`config.mk`:
```
export PLATFORM = sky130hd
export DESIGN_NAME = sdi_decoder
export DESIGN_NICKNAME = d
export VERILOG_FILES = /design/src/logic/sdi_pkg.sv /design/src/logic/sdi_decoder.sv /design/src/logic/sdi_filter.sv
export SDC_FILE = /design/constraint.sdc
export NUM_CORES = 1
export LEC_CHECK = 0
export ABC_AREA = 1
export BUFFER_PORTS_ARGS = -buffer_cell sky130_fd_sc_hd__buf_2
export CORE_ASPECT_RATIO = 1.2
export CORE_MARGIN = 4
export CORE_UTILIZATION = 54
export CTS_BUF_LIST = sky130_fd_sc_hd__clkbuf_16
export CTS_CLUSTER_SIZE = 20
export DETAILED_ROUTE_END_ITERATION = 8
export GPL_TIMING_DRIVEN = 0
export PLACE_DENSITY = 0.8
export RECOVER_POWER = 100
export SLEW_MARGIN = 5
export SYNTH_ARGS = -nofsm -noshare
export SYNTH_HDL_FRONTEND = slang
export SYNTH_SLANG_ARGS = --single-unit
```
`constraint.sdc`:
```
create_clock -name clock -period 8.5 [get_ports clock]
set_input_delay 1.7 -clock clock [delete_from_list [all_inputs] [get_ports clock]]
set_output_delay 1.7 -clock clock [all_outputs]
set_load 0.005 [all_outputs]
```
`src/logic/sdi_pkg.sv`:
```
// Purpose: Constants for the servo digital input decoder
// Assumes: 20 MHz control clock
// Notes:   Function codes are the assignment values of a configurable input
package sdi_pkg;
   localparam int unsigned CLK_HZ          = 20000000;
   localparam int unsigned DEBOUNCE_US     = 1000;
   localparam int unsigned DEBOUNCE_CYCLES = DEBOUNCE_US * (CLK_HZ / 1000000);
   localparam int unsigned NUM_DI          = 8;
   localparam int unsigned SPEED_W         = 16;
   // Input function assignment codes
   localparam logic [4:0] FN_NONE     = 5'h00;
   localparam logic [4:0] FN_ENABLE   = 5'h01;
   localparam logic [4:0] FN_ALMCLR   = 5'h02;
   localparam logic [4:0] FN_CCWLIM   = 5'h03;
   localparam logic [4:0] FN_CWLIM    = 5'h04;
   localparam logic [4:0] FN_DEVCLR   = 5'h05;
   localparam logic [4:0] FN_INHIBIT  = 5'h06;
   localparam logic [4:0] FN_CLAMP    = 5'h07;
   localparam logic [4:0] FN_DIRA     = 5'h08;
   localparam logic [4:0] FN_DIRB     = 5'h09;
   localparam logic [4:0] FN_REVERSE  = 5'h17;
   localparam logic [4:0] FN_ESTOP    = 5'h18;
   localparam logic [4:0] FN_HOME     = 5'h19;
   localparam logic [4:0] FN_ORIGIN   = 5'h1a;
   localparam logic [4:0] FN_POSSTART = 5'h1b;
   // Homing startup mode
   localparam logic [1:0] HOME_OFF    = 2'h0;
   localparam logic [1:0] HOME_AUTO   = 2'h1;
   localparam logic [1:0] HOME_BY_IN  = 2'h2;
   // Homing reference selections using the origin input
   localparam logic [1:0] HREF_ORG_CW  = 2'h2;
   localparam logic [1:0] HREF_ORG_CCW = 2'h3;
   // Clearable alarm code bits
   localparam logic [31:0] ALARM_CLEARABLE = 32'h0105_c380;
   localparam int unsigned ALARM_TRAVEL    = 15;
   // Control modes
   localparam logic [1:0] MODE_POSITION = 2'h0;
   localparam logic [1:0] MODE_SPEED    = 2'h1;
endpackage : sdi_pkg

```
`src/logic/sdi_decoder.sv`:
```
// Purpose: Decode configurable digital inputs into drive control actions
// Assumes: Parameters and speeds come from the drive core on the same clock
// Notes:   Each input has a 5-bit function code; several inputs may share one
// Operation
// RULE1 - Closed contact is ON, open contact is OFF
// RULE2 - Enable input ON enables the servo motor
// RULE3 - Alarm clear removes only the eight clearable alarm codes
// RULE4 - Counterclockwise limit raises travel alarm unless limits are disabled
// RULE5 - Clockwise limit behaves the same as counterclockwise limit
// RULE6 - In position mode deviation clear zeroes the deviation counter
// RULE7 - In position mode pulse inhibit stops command pulse counting
// RULE8 - While pulses are inhibited the servo holds position lock
// RULE9 - Speed mode clamp input with small command stops and locks motor
// RULE10 - Clamp is left only above threshold plus hysteresis
// RULE11 - Direction source 0: reverse input chooses set or reversed direction
// RULE12 - Direction source 1: two direction select inputs set direction
// RULE13 - Emergency stop input stops driving the motor
// RULE14 - Homing launch input requests start of homing
// RULE15 - Internal position start input launches selected position run
// RULE16 - Homing launch works only when startup mode is 2
// RULE17 - Origin input is homing reference when reference setting selects it
// RULE18 - Each input is synchronised and debounced before decoding
`timescale 1ns/1ps
`default_nettype none
module sdi_decoder #(
   parameter int unsigned NUM_DI          = sdi_pkg::NUM_DI,
   parameter int unsigned SPEED_W         = sdi_pkg::SPEED_W,
   parameter int unsigned DEBOUNCE_CYCLES = sdi_pkg::DEBOUNCE_CYCLES
) (
   // Clock and reset
   input  wire logic                 clock,
   input  wire logic                 reset,
   // Contact inputs, high when closed
   input  wire logic [NUM_DI-1:0]    di_raw,
   // Configuration
   input  wire logic [5*NUM_DI-1:0]  di_function,
   input  wire logic [1:0]           control_mode,
   input  wire logic                 limit_disable,
   input  wire logic                 direction_source,
   input  wire logic [1:0]           homing_start_mode,
   input  wire logic [1:0]           homing_reference,
   input  wire logic [SPEED_W-1:0]   clamp_threshold,
   input  wire logic [SPEED_W-1:0]   clamp_hysteresis,
   // Drive state
   input  wire logic [SPEED_W-1:0]   speed_command_mag,
   input  wire logic [SPEED_W-1:0]   motor_speed_mag,
   input  wire logic                 alarm_set_valid,
   input  wire logic [4:0]           alarm_set_code,
   // Actions
   output logic                      motor_enable,
   output logic                      drive_stop,
   output logic [31:0]               alarm_latched,
   output logic                      deviation_clear,
   output logic                      pulse_count_inhibit,
   output logic                      servo_lock,
   output logic                      zero_clamp_active,
   output logic                      speed_reversed,
   output logic [1:0]                direction_select,
   output logic                      homing_request,
   output logic                      homing_reference_hit,
   output logic                      homing_search_ccw,
   output logic                      position_run_start,
   output logic [NUM_DI-1:0]         di_state
);
   logic [NUM_DI-1:0] di_on;
   logic [31:0]       fn_on;
   logic              home_q;
   logic              start_q;

   function automatic logic [31:0] fn_onehot(input logic [4:0] code);
      fn_onehot = 32'h0000_0000;
      fn_onehot[code] = 1'b1;
   endfunction : fn_onehot

   // Input conditioning
   genvar gi;
   generate
      for (gi = 0; gi < NUM_DI; gi++) begin : g_di
         sdi_filter #(.CYCLES(DEBOUNCE_CYCLES)) u_filt (
            .clock (clock),
            .reset (reset),
            .raw   (di_raw[gi]), // RULE1
            .level (di_on[gi])   // RULE18
         );
      end
   endgenerate

   always_comb begin
      fn_on = 32'h0000_0000;
      for (int i = 0; i < NUM_DI; i++) begin
         if (di_on[i]) begin
            fn_on = fn_on | fn_onehot(di_function[5*i +: 5]);
         end
      end
      fn_on[sdi_pkg::FN_NONE] = 1'b0;
   end

   wire logic pos_mode = control_mode == sdi_pkg::MODE_POSITION;
   wire logic spd_mode = control_mode == sdi_pkg::MODE_SPEED;
   wire logic lim_hit  = !limit_disable
                         && (fn_on[sdi_pkg::FN_CCWLIM] || fn_on[sdi_pkg::FN_CWLIM]); // RULE4 RULE5

   // Enable and stop
   always_ff @(posedge clock or posedge reset) begin
      if (reset) begin
         motor_enable <= 1'b0;
         drive_stop   <= 1'b0;
         di_state     <= '0;
      end else begin
         drive_stop   <= fn_on[sdi_pkg::FN_ESTOP]; // RULE13
         motor_enable <= fn_on[sdi_pkg::FN_ENABLE] && !fn_on[sdi_pkg::FN_ESTOP]; // RULE2 RULE13
         di_state     <= di_on;
      end
   end

   // Alarm latch; a new alarm wins over a clear in the same cycle
   always_ff @(posedge clock or posedge reset) begin
      if (reset) begin
         alarm_latched <= 32'h0000_0000;
      end else begin
         alarm_latched <= (fn_on[sdi_pkg::FN_ALMCLR]
                           ? alarm_latched & ~sdi_pkg::ALARM_CLEARABLE // RULE3
                           : alarm_latched)
                          | (alarm_set_valid ? fn_onehot(alarm_set_code) : 32'h0000_0000)
                          | (lim_hit ? fn_onehot(5'(sdi_pkg::ALARM_TRAVEL))
                                     : 32'h0000_0000); // RULE4 RULE5
      end
   end

   // Position mode actions
   always_ff @(posedge clock or posedge reset) begin
      if (reset) begin
         deviation_clear     <= 1'b0;
         pulse_count_inhibit <= 1'b0;
      end else begin
         deviation_clear     <= pos_mode && fn_on[sdi_pkg::FN_DEVCLR]; // RULE6
         pulse_count_inhibit <= pos_mode && fn_on[sdi_pkg::FN_INHIBIT]; // RULE7
      end
   end

   // Zero speed clamp with hysteresis
   wire logic [SPEED_W:0] exit_level = {1'b0, clamp_threshold} + {1'b0, clamp_hysteresis};
   always_ff @(posedge clock or posedge reset) begin
      if (reset) begin
         zero_clamp_active <= 1'b0;
      end else if (!(spd_mode && fn_on[sdi_pkg::FN_CLAMP])) begin
         zero_clamp_active <= 1'b0;
      end else if (!zero_clamp_active) begin
         zero_clamp_active <= speed_command_mag < clamp_threshold; // RULE9
      end else if ({1'b0, motor_speed_mag} > exit_level) begin
         zero_clamp_active <= 1'b0; // RULE10
      end
   end

   always_comb begin
      servo_lock = pulse_count_inhibit || zero_clamp_active; // RULE8 RULE9
   end

   // Direction
   always_ff @(posedge clock or posedge reset) begin
      if (reset) begin
         speed_reversed   <= 1'b0;
         direction_select <= 2'h0;
      end else if (!direction_source) begin
         speed_reversed   <= fn_on[sdi_pkg::FN_REVERSE]; // RULE11
         direction_select <= 2'h0;
      end else begin
         speed_reversed   <= 1'b0;
         direction_select <= {fn_on[sdi_pkg::FN_DIRB], fn_on[sdi_pkg::FN_DIRA]}; // RULE12
      end
   end

   // Homing and position run launches, one pulse per rising input
   always_ff @(posedge clock or posedge reset) begin
      if (reset) begin
         home_q             <= 1'b0;
         start_q            <= 1'b0;
         homing_request     <= 1'b0;
         position_run_start <= 1'b0;
      end else begin
         home_q             <= fn_on[sdi_pkg::FN_HOME];
         start_q            <= fn_on[sdi_pkg::FN_POSSTART];
         homing_request     <= fn_on[sdi_pkg::FN_HOME] && !home_q
                               && homing_start_mode == sdi_pkg::HOME_BY_IN; // RULE14 RULE16
         position_run_start <= fn_on[sdi_pkg::FN_POSSTART] && !start_q; // RULE15
      end
   end

   // Homing reference point
   always_ff @(posedge clock or posedge reset) begin
      if (reset) begin
         homing_reference_hit <= 1'b0;
         homing_search_ccw    <= 1'b0;
      end else begin
         homing_search_ccw    <= homing_reference[0]; // RULE17
         case (homing_reference)
            2'h0:                   homing_reference_hit <= fn_on[sdi_pkg::FN_CCWLIM];
            2'h1:                   homing_reference_hit <= fn_on[sdi_pkg::FN_CWLIM];
            sdi_pkg::HREF_ORG_CW,
            sdi_pkg::HREF_ORG_CCW:  homing_reference_hit <= fn_on[sdi_pkg::FN_ORIGIN]; // RULE17
            default:                homing_reference_hit <= 1'b0;
         endcase
      end
   end

   // Checks
   property clamp_exit_p;
      @(posedge clock) disable iff (reset)
      zero_clamp_active && spd_mode && fn_on[sdi_pkg::FN_CLAMP]
         && {1'b0, motor_speed_mag} <= exit_level |=> zero_clamp_active;
   endproperty
   clamp_hold_a: assert property (clamp_exit_p) else $error("clamp left too early"); // RULE10
   estop_a: assert property (@(posedge clock) disable iff (reset) // RULE13
      fn_on[sdi_pkg::FN_ESTOP] |=> drive_stop && !motor_enable) else $error("estop ignored");
   enable_a: assert property (@(posedge clock) disable iff (reset) // RULE2
      fn_on[sdi_pkg::FN_ENABLE] && !fn_on[sdi_pkg::FN_ESTOP] |=> motor_enable)
      else $error("enable missed");
   travel_alarm_a: assert property (@(posedge clock) disable iff (reset) // RULE4
      lim_hit |=> alarm_latched[sdi_pkg::ALARM_TRAVEL]) else $error("travel alarm missing");
   limit_off_a: assert property (@(posedge clock) disable iff (reset) // RULE5
      limit_disable && !alarm_set_valid && !alarm_latched[sdi_pkg::ALARM_TRAVEL]
      |=> !alarm_latched[sdi_pkg::ALARM_TRAVEL]) else $error("disabled limit alarmed");
   alarm_keep_a: assert property (@(posedge clock) disable iff (reset) // RULE3
      fn_on[sdi_pkg::FN_ALMCLR] |=> ((alarm_latched ^ $past(alarm_latched))
      & $past(alarm_latched) & ~sdi_pkg::ALARM_CLEARABLE) == 32'h0000_0000)
      else $error("fixed alarm lost");
   inhibit_lock_a: assert property (@(posedge clock) disable iff (reset) // RULE7
      pos_mode && fn_on[sdi_pkg::FN_INHIBIT] |=> pulse_count_inhibit && servo_lock)
      else $error("inhibit lock missing");
   devclr_a: assert property (@(posedge clock) disable iff (reset) // RULE6
      deviation_clear |-> $past(pos_mode)) else $error("clear outside position mode");
   home_mode_a: assert property (@(posedge clock) disable iff (reset) // RULE16
      homing_request |-> $past(homing_start_mode) == sdi_pkg::HOME_BY_IN)
      else $error("homing in wrong mode");
   reverse_a: assert property (@(posedge clock) disable iff (reset) // RULE11
      !direction_source |=> speed_reversed == $past(fn_on[sdi_pkg::FN_REVERSE]))
      else $error("reverse wrong");
endmodule : sdi_decoder
`default_nettype wire

```
`src/logic/sdi_filter.sv`:
```
// Purpose: Synchronise and debounce one contact input
// Assumes: Contact closed drives raw high
// Notes:   Output changes only after a stable run of the set length
`timescale 1ns/1ps
`default_nettype none
module sdi_filter #(
   parameter int unsigned CYCLES = sdi_pkg::DEBOUNCE_CYCLES
) (
   // Clock and reset
   input  wire logic clock,
   input  wire logic reset,
   // Contact
   input  wire logic raw,
   output logic      level
);
   localparam int unsigned CW = $clog2(CYCLES + 1);
   logic          s1_q;
   logic          s2_q;
   logic [CW-1:0] cnt_q;

   always_ff @(posedge clock or posedge reset) begin
      if (reset) begin
         s1_q <= 1'b0;
         s2_q <= 1'b0;
      end else begin
         s1_q <= raw;
         s2_q <= s1_q;
      end
   end

   always_ff @(posedge clock or posedge reset) begin
      if (reset) begin
         cnt_q <= '0;
         level <= 1'b0;
      end else if (s2_q == level) begin
         cnt_q <= '0;
      end else if (cnt_q == CW'(CYCLES - 1)) begin
         cnt_q <= '0;
         level <= s2_q; // RULE18
      end else begin
         cnt_q <= cnt_q + 1'b1;
      end
   end
endmodule : sdi_filter
`default_nettype wire

```
==> results.toml <==
[status]
status = "complete, but fails checks"
failed_checks = "max-capacitance violations, max-slew violations"

[global_route]
grt_usage = 0.247
grt_max_degree = 113
overflow = 0
grt_pass1_wl_mm = 45.6
antenna_found_initial = 9
first_global_vias = 9711

[route]
vias = 9716
routed_wl_mm = 27.3
route.detailed.drc = 0
drt_iter0_drc = 589
avgRoutedWirePerCell_um = 15.6
ant_nets = 0
viasPerCell = 5.55
detail_route.first_pass.iterations = 5

[clock_tree]
path_clk_slew_ps = 70
cts_buffers = 17
ctsHtreeMaxLevel = 4
cts_setup_buffers = 0
ctsHoldBuffers = 0
cts_tree = "yes"
clk_latency_ps = 440
clock_path_buffers = 2
ctsResizeCount = 0
cts_sinks = 198
root_buffer = "clkbuf_16"

[sta]
fin_ws_ps = 4200
hold_viol = 0
fin_tns_setup_ps = 0
worst_pin_slew_ps = 3780
setup_violations = 0
rsz0062_at_grt = "no"
max_clock_freq_mhz = 232
finClkSkew_ps = 8.98
finalCritPeriodShare = 0.506
maxSlewHeadroom = -1.53
period_minus_slack_ps = 4300
drv_slew = 87

[power]
comb_power_share = 0.135
power_frac_seq = 0.474
powerDensity_nw_per_um2 = 169
switchingPower_w = 0.000584
power_w = 0.00214
internal_power_w = 0.00156
power_frac_clock = 0.391
p_leak_nw = 5.92
swShare = 0.273
vdd_drop_max_v = 0.000154

[yosys]
synthMuxAreaShare = 0.00717
synth-simple-area-share = 0.233
yosys-top-cells-area = "dfrtp_1 45%, inv_1 7.0%, ha_1 6.3%"
synth_ff_type = "dfrtp_1"
yosys_warnings = 0
ys_ff_latch = 198
yosys.area.top_type = "dfrtp_1"
synthArstFlopShare = 1.00
synth_xor_area_frac = 0.0438
synthAdderAreaFrac = 0.0644
synth.top_cell.area_share = 0.451
syn_avg_cell_area_um2 = 8.63
ys_types = 53
yosysSeqAreaShare = 0.451
synthCells = 1274
synth_nets = 1458
synth_top_family_by_area = "simple AND/OR/NAND/NOR gates"
synth_edf_count = 0
synth_compound_area_frac = 0.129
syn-cell-area_um2 = 11000

[hold_path]
hold_start = "g_di[3].u_filt.s1_q"
hp-class = "flop to flop"
holdPathStages = 0

[floorplanning]
initial_utilization = 0.557
ios = 181
rows = 56
die_h_um = 164
core_um2 = 19800
die_w_um = 138
die_area_um2 = 22700

[worst_setup_path]
cp.arrival_ps = 4670
worstPathMaxFanout = 3
start_kind = "primary input"
setup.worst_path.end_class = "flop"
reg2reg_depth = 10
crit_required_ps = 8870
critPathLaunch = "clamp_threshold[0]"
r2r-start = "g_di[1].u_filt.cnt_q[0]"
crit_type = "primary input to flop"

[cells_and_area]
layout-drive-gt1-share = 0.136
fillCellCount = 1712
seq_area_um2 = 4950
layout_common_cells = "205 x inv_1, 198 x dfrtp_1, 132 x buf_2"
fin_nets = 1658
area_growth_pct = 15.1
mostFrequentLayoutCell = "inv_1"
multi_input_area_um2 = 5100
fin_area_um2 = 12700

[placed_design]
dpl_cell_area_um2 = 12300
place_ws_ps = 3870
globalplace.congestion = 0.953
io_buffers = 180
place_hpwl_mm = 21.6

[job]
maxCapViolCount = 1
-- flip-flops by register name, summed over array words and instances, names as in the netlist, 2 cells and up --
signal and count:
g_di.u_filt.s2_q 8, g_di.u_filt.s1_q 8, g_di.u_filt.cnt_q 120, alarm_latched 32
g_di.u_filt.level 8, di_state 8, direction_select 2
-- stage by stage --
step	util	hold WS, ps	instances
after floorplan	-	331	1274
after global placement	0.619	331	1715
after detailed placement	0.620	336	1716
after CTS	0.651	353	1748
after global routing	0.641	368	1751
final	0.641	350	1751
-- worst paths after layout --
path	to	slack, ps
max	zero_clamp_active	4200
min	g_di[3].u_filt.s2_q	350
min reg2reg	g_di[3].u_filt.s2_q	350
min in group asynchronous	alarm_latched[6]	2370
max in group asynchronous	g_di[2].u_filt.cnt_q[3]	4430
max reg2reg	g_di[1].u_filt.cnt_q[14]	6370
-- cell type report --
type                            count  area share
Tap cell                          261      0.0258
Clock buffer                       17      0.0336
Buffer                              2    0.000593
Multi-Input combinational cell    866       0.403
Clock inverter                     15      0.0147
Antenna cell                        3    0.000593
Inverter                          208      0.0619
Timing Repair Buffer              181      0.0686
Sequential cell                   198       0.391
-- power by group through the flow --
| stage | logic, W | clock network [W] | registers, W |
|---|---|---|---|
| floorplan | 0.000172 | 0 | 0.00103 |
| global placement | 0.000287 | 0 | 0.00103 |
| detailed placement | 0.000299 | 0 | 0.00103 |
| CTS | 0.000300 | 0.000851 | 0.00101 |
| global route | 0.000333 | 0.000890 | 0.00102 |
| finish | 0.000289 | 0.000836 | 0.00102 |
-- kinds of logic after synthesis --
kind of cell / count (synthesis)
adder cells (fa/ha/maj): 56
buffers and inverters: 210
AND/OR/NAND/NOR: 508
XOR/XNOR: 55
multiplexers: 7
AO/OA/AOI/OAI: 240
flip-flops: 198
-- worst max-delay path: stages --
cell	delay, ps
buf_2	110
ha_1	220
fa_1	410
nand3_1	90
nand2_1	100
a21oi_2	230
o21ai_1	130
a21boi_0	330
o21ai_1	120
xnor2_1	230
ha_1	290
a21oi_1	150
o21a_1	140
nand2_1	50
nand2_1	50
nand2_1	40
nand2_1	50
nand2_1	50
nand3_1	60
nand2_1	50
nor2_1	80
-- Yosys cell counts (2+ instances only) --
master,instances
nand3b_1,5
and3_1,9
inv_2,3
o21ai_1,5
nor3_1,58
a22oi_1,5
o21ai_0,55
a21o_1,3
ha_1,55
xnor2_1,19
o221ai_1,2
a21oi_2,2
nor3_2,12
a21boi_1,2
nor2_4,4
nor3b_1,10
a31oi_1,3
a41oi_1,2
nor2_2,13
xor2_1,36
o21a_1,5
a221oi_1,3
o22ai_1,25
nor3_4,2
or2_2,4
nand2_2,3
nor2_1,116
nand3_1,89
nor3b_2,2
nand3_2,12
o2111ai_1,4
dfrtp_1,198
inv_1,204
a21oi_1,91
o31ai_1,2
nand2_1,126
nand4_1,24
o21bai_1,25
nor4_1,16
mux2_2,7
-- routing by layer --
| metal | track usage | part of all wire | wire length [um] |
|---|---|---|---|
| met5 | 0 | 0.0028 | 77 |
| met4 | 0.0916 | 0.030 | 815 |
| met3 | 0.0661 | 0.081 | 2220 |
| met2 | 0.441 | 0.49 | 13400 |
| met1 | 0.288 | 0.39 | 10800 |
Note: power is estimated with default switching activity, not from simulation.
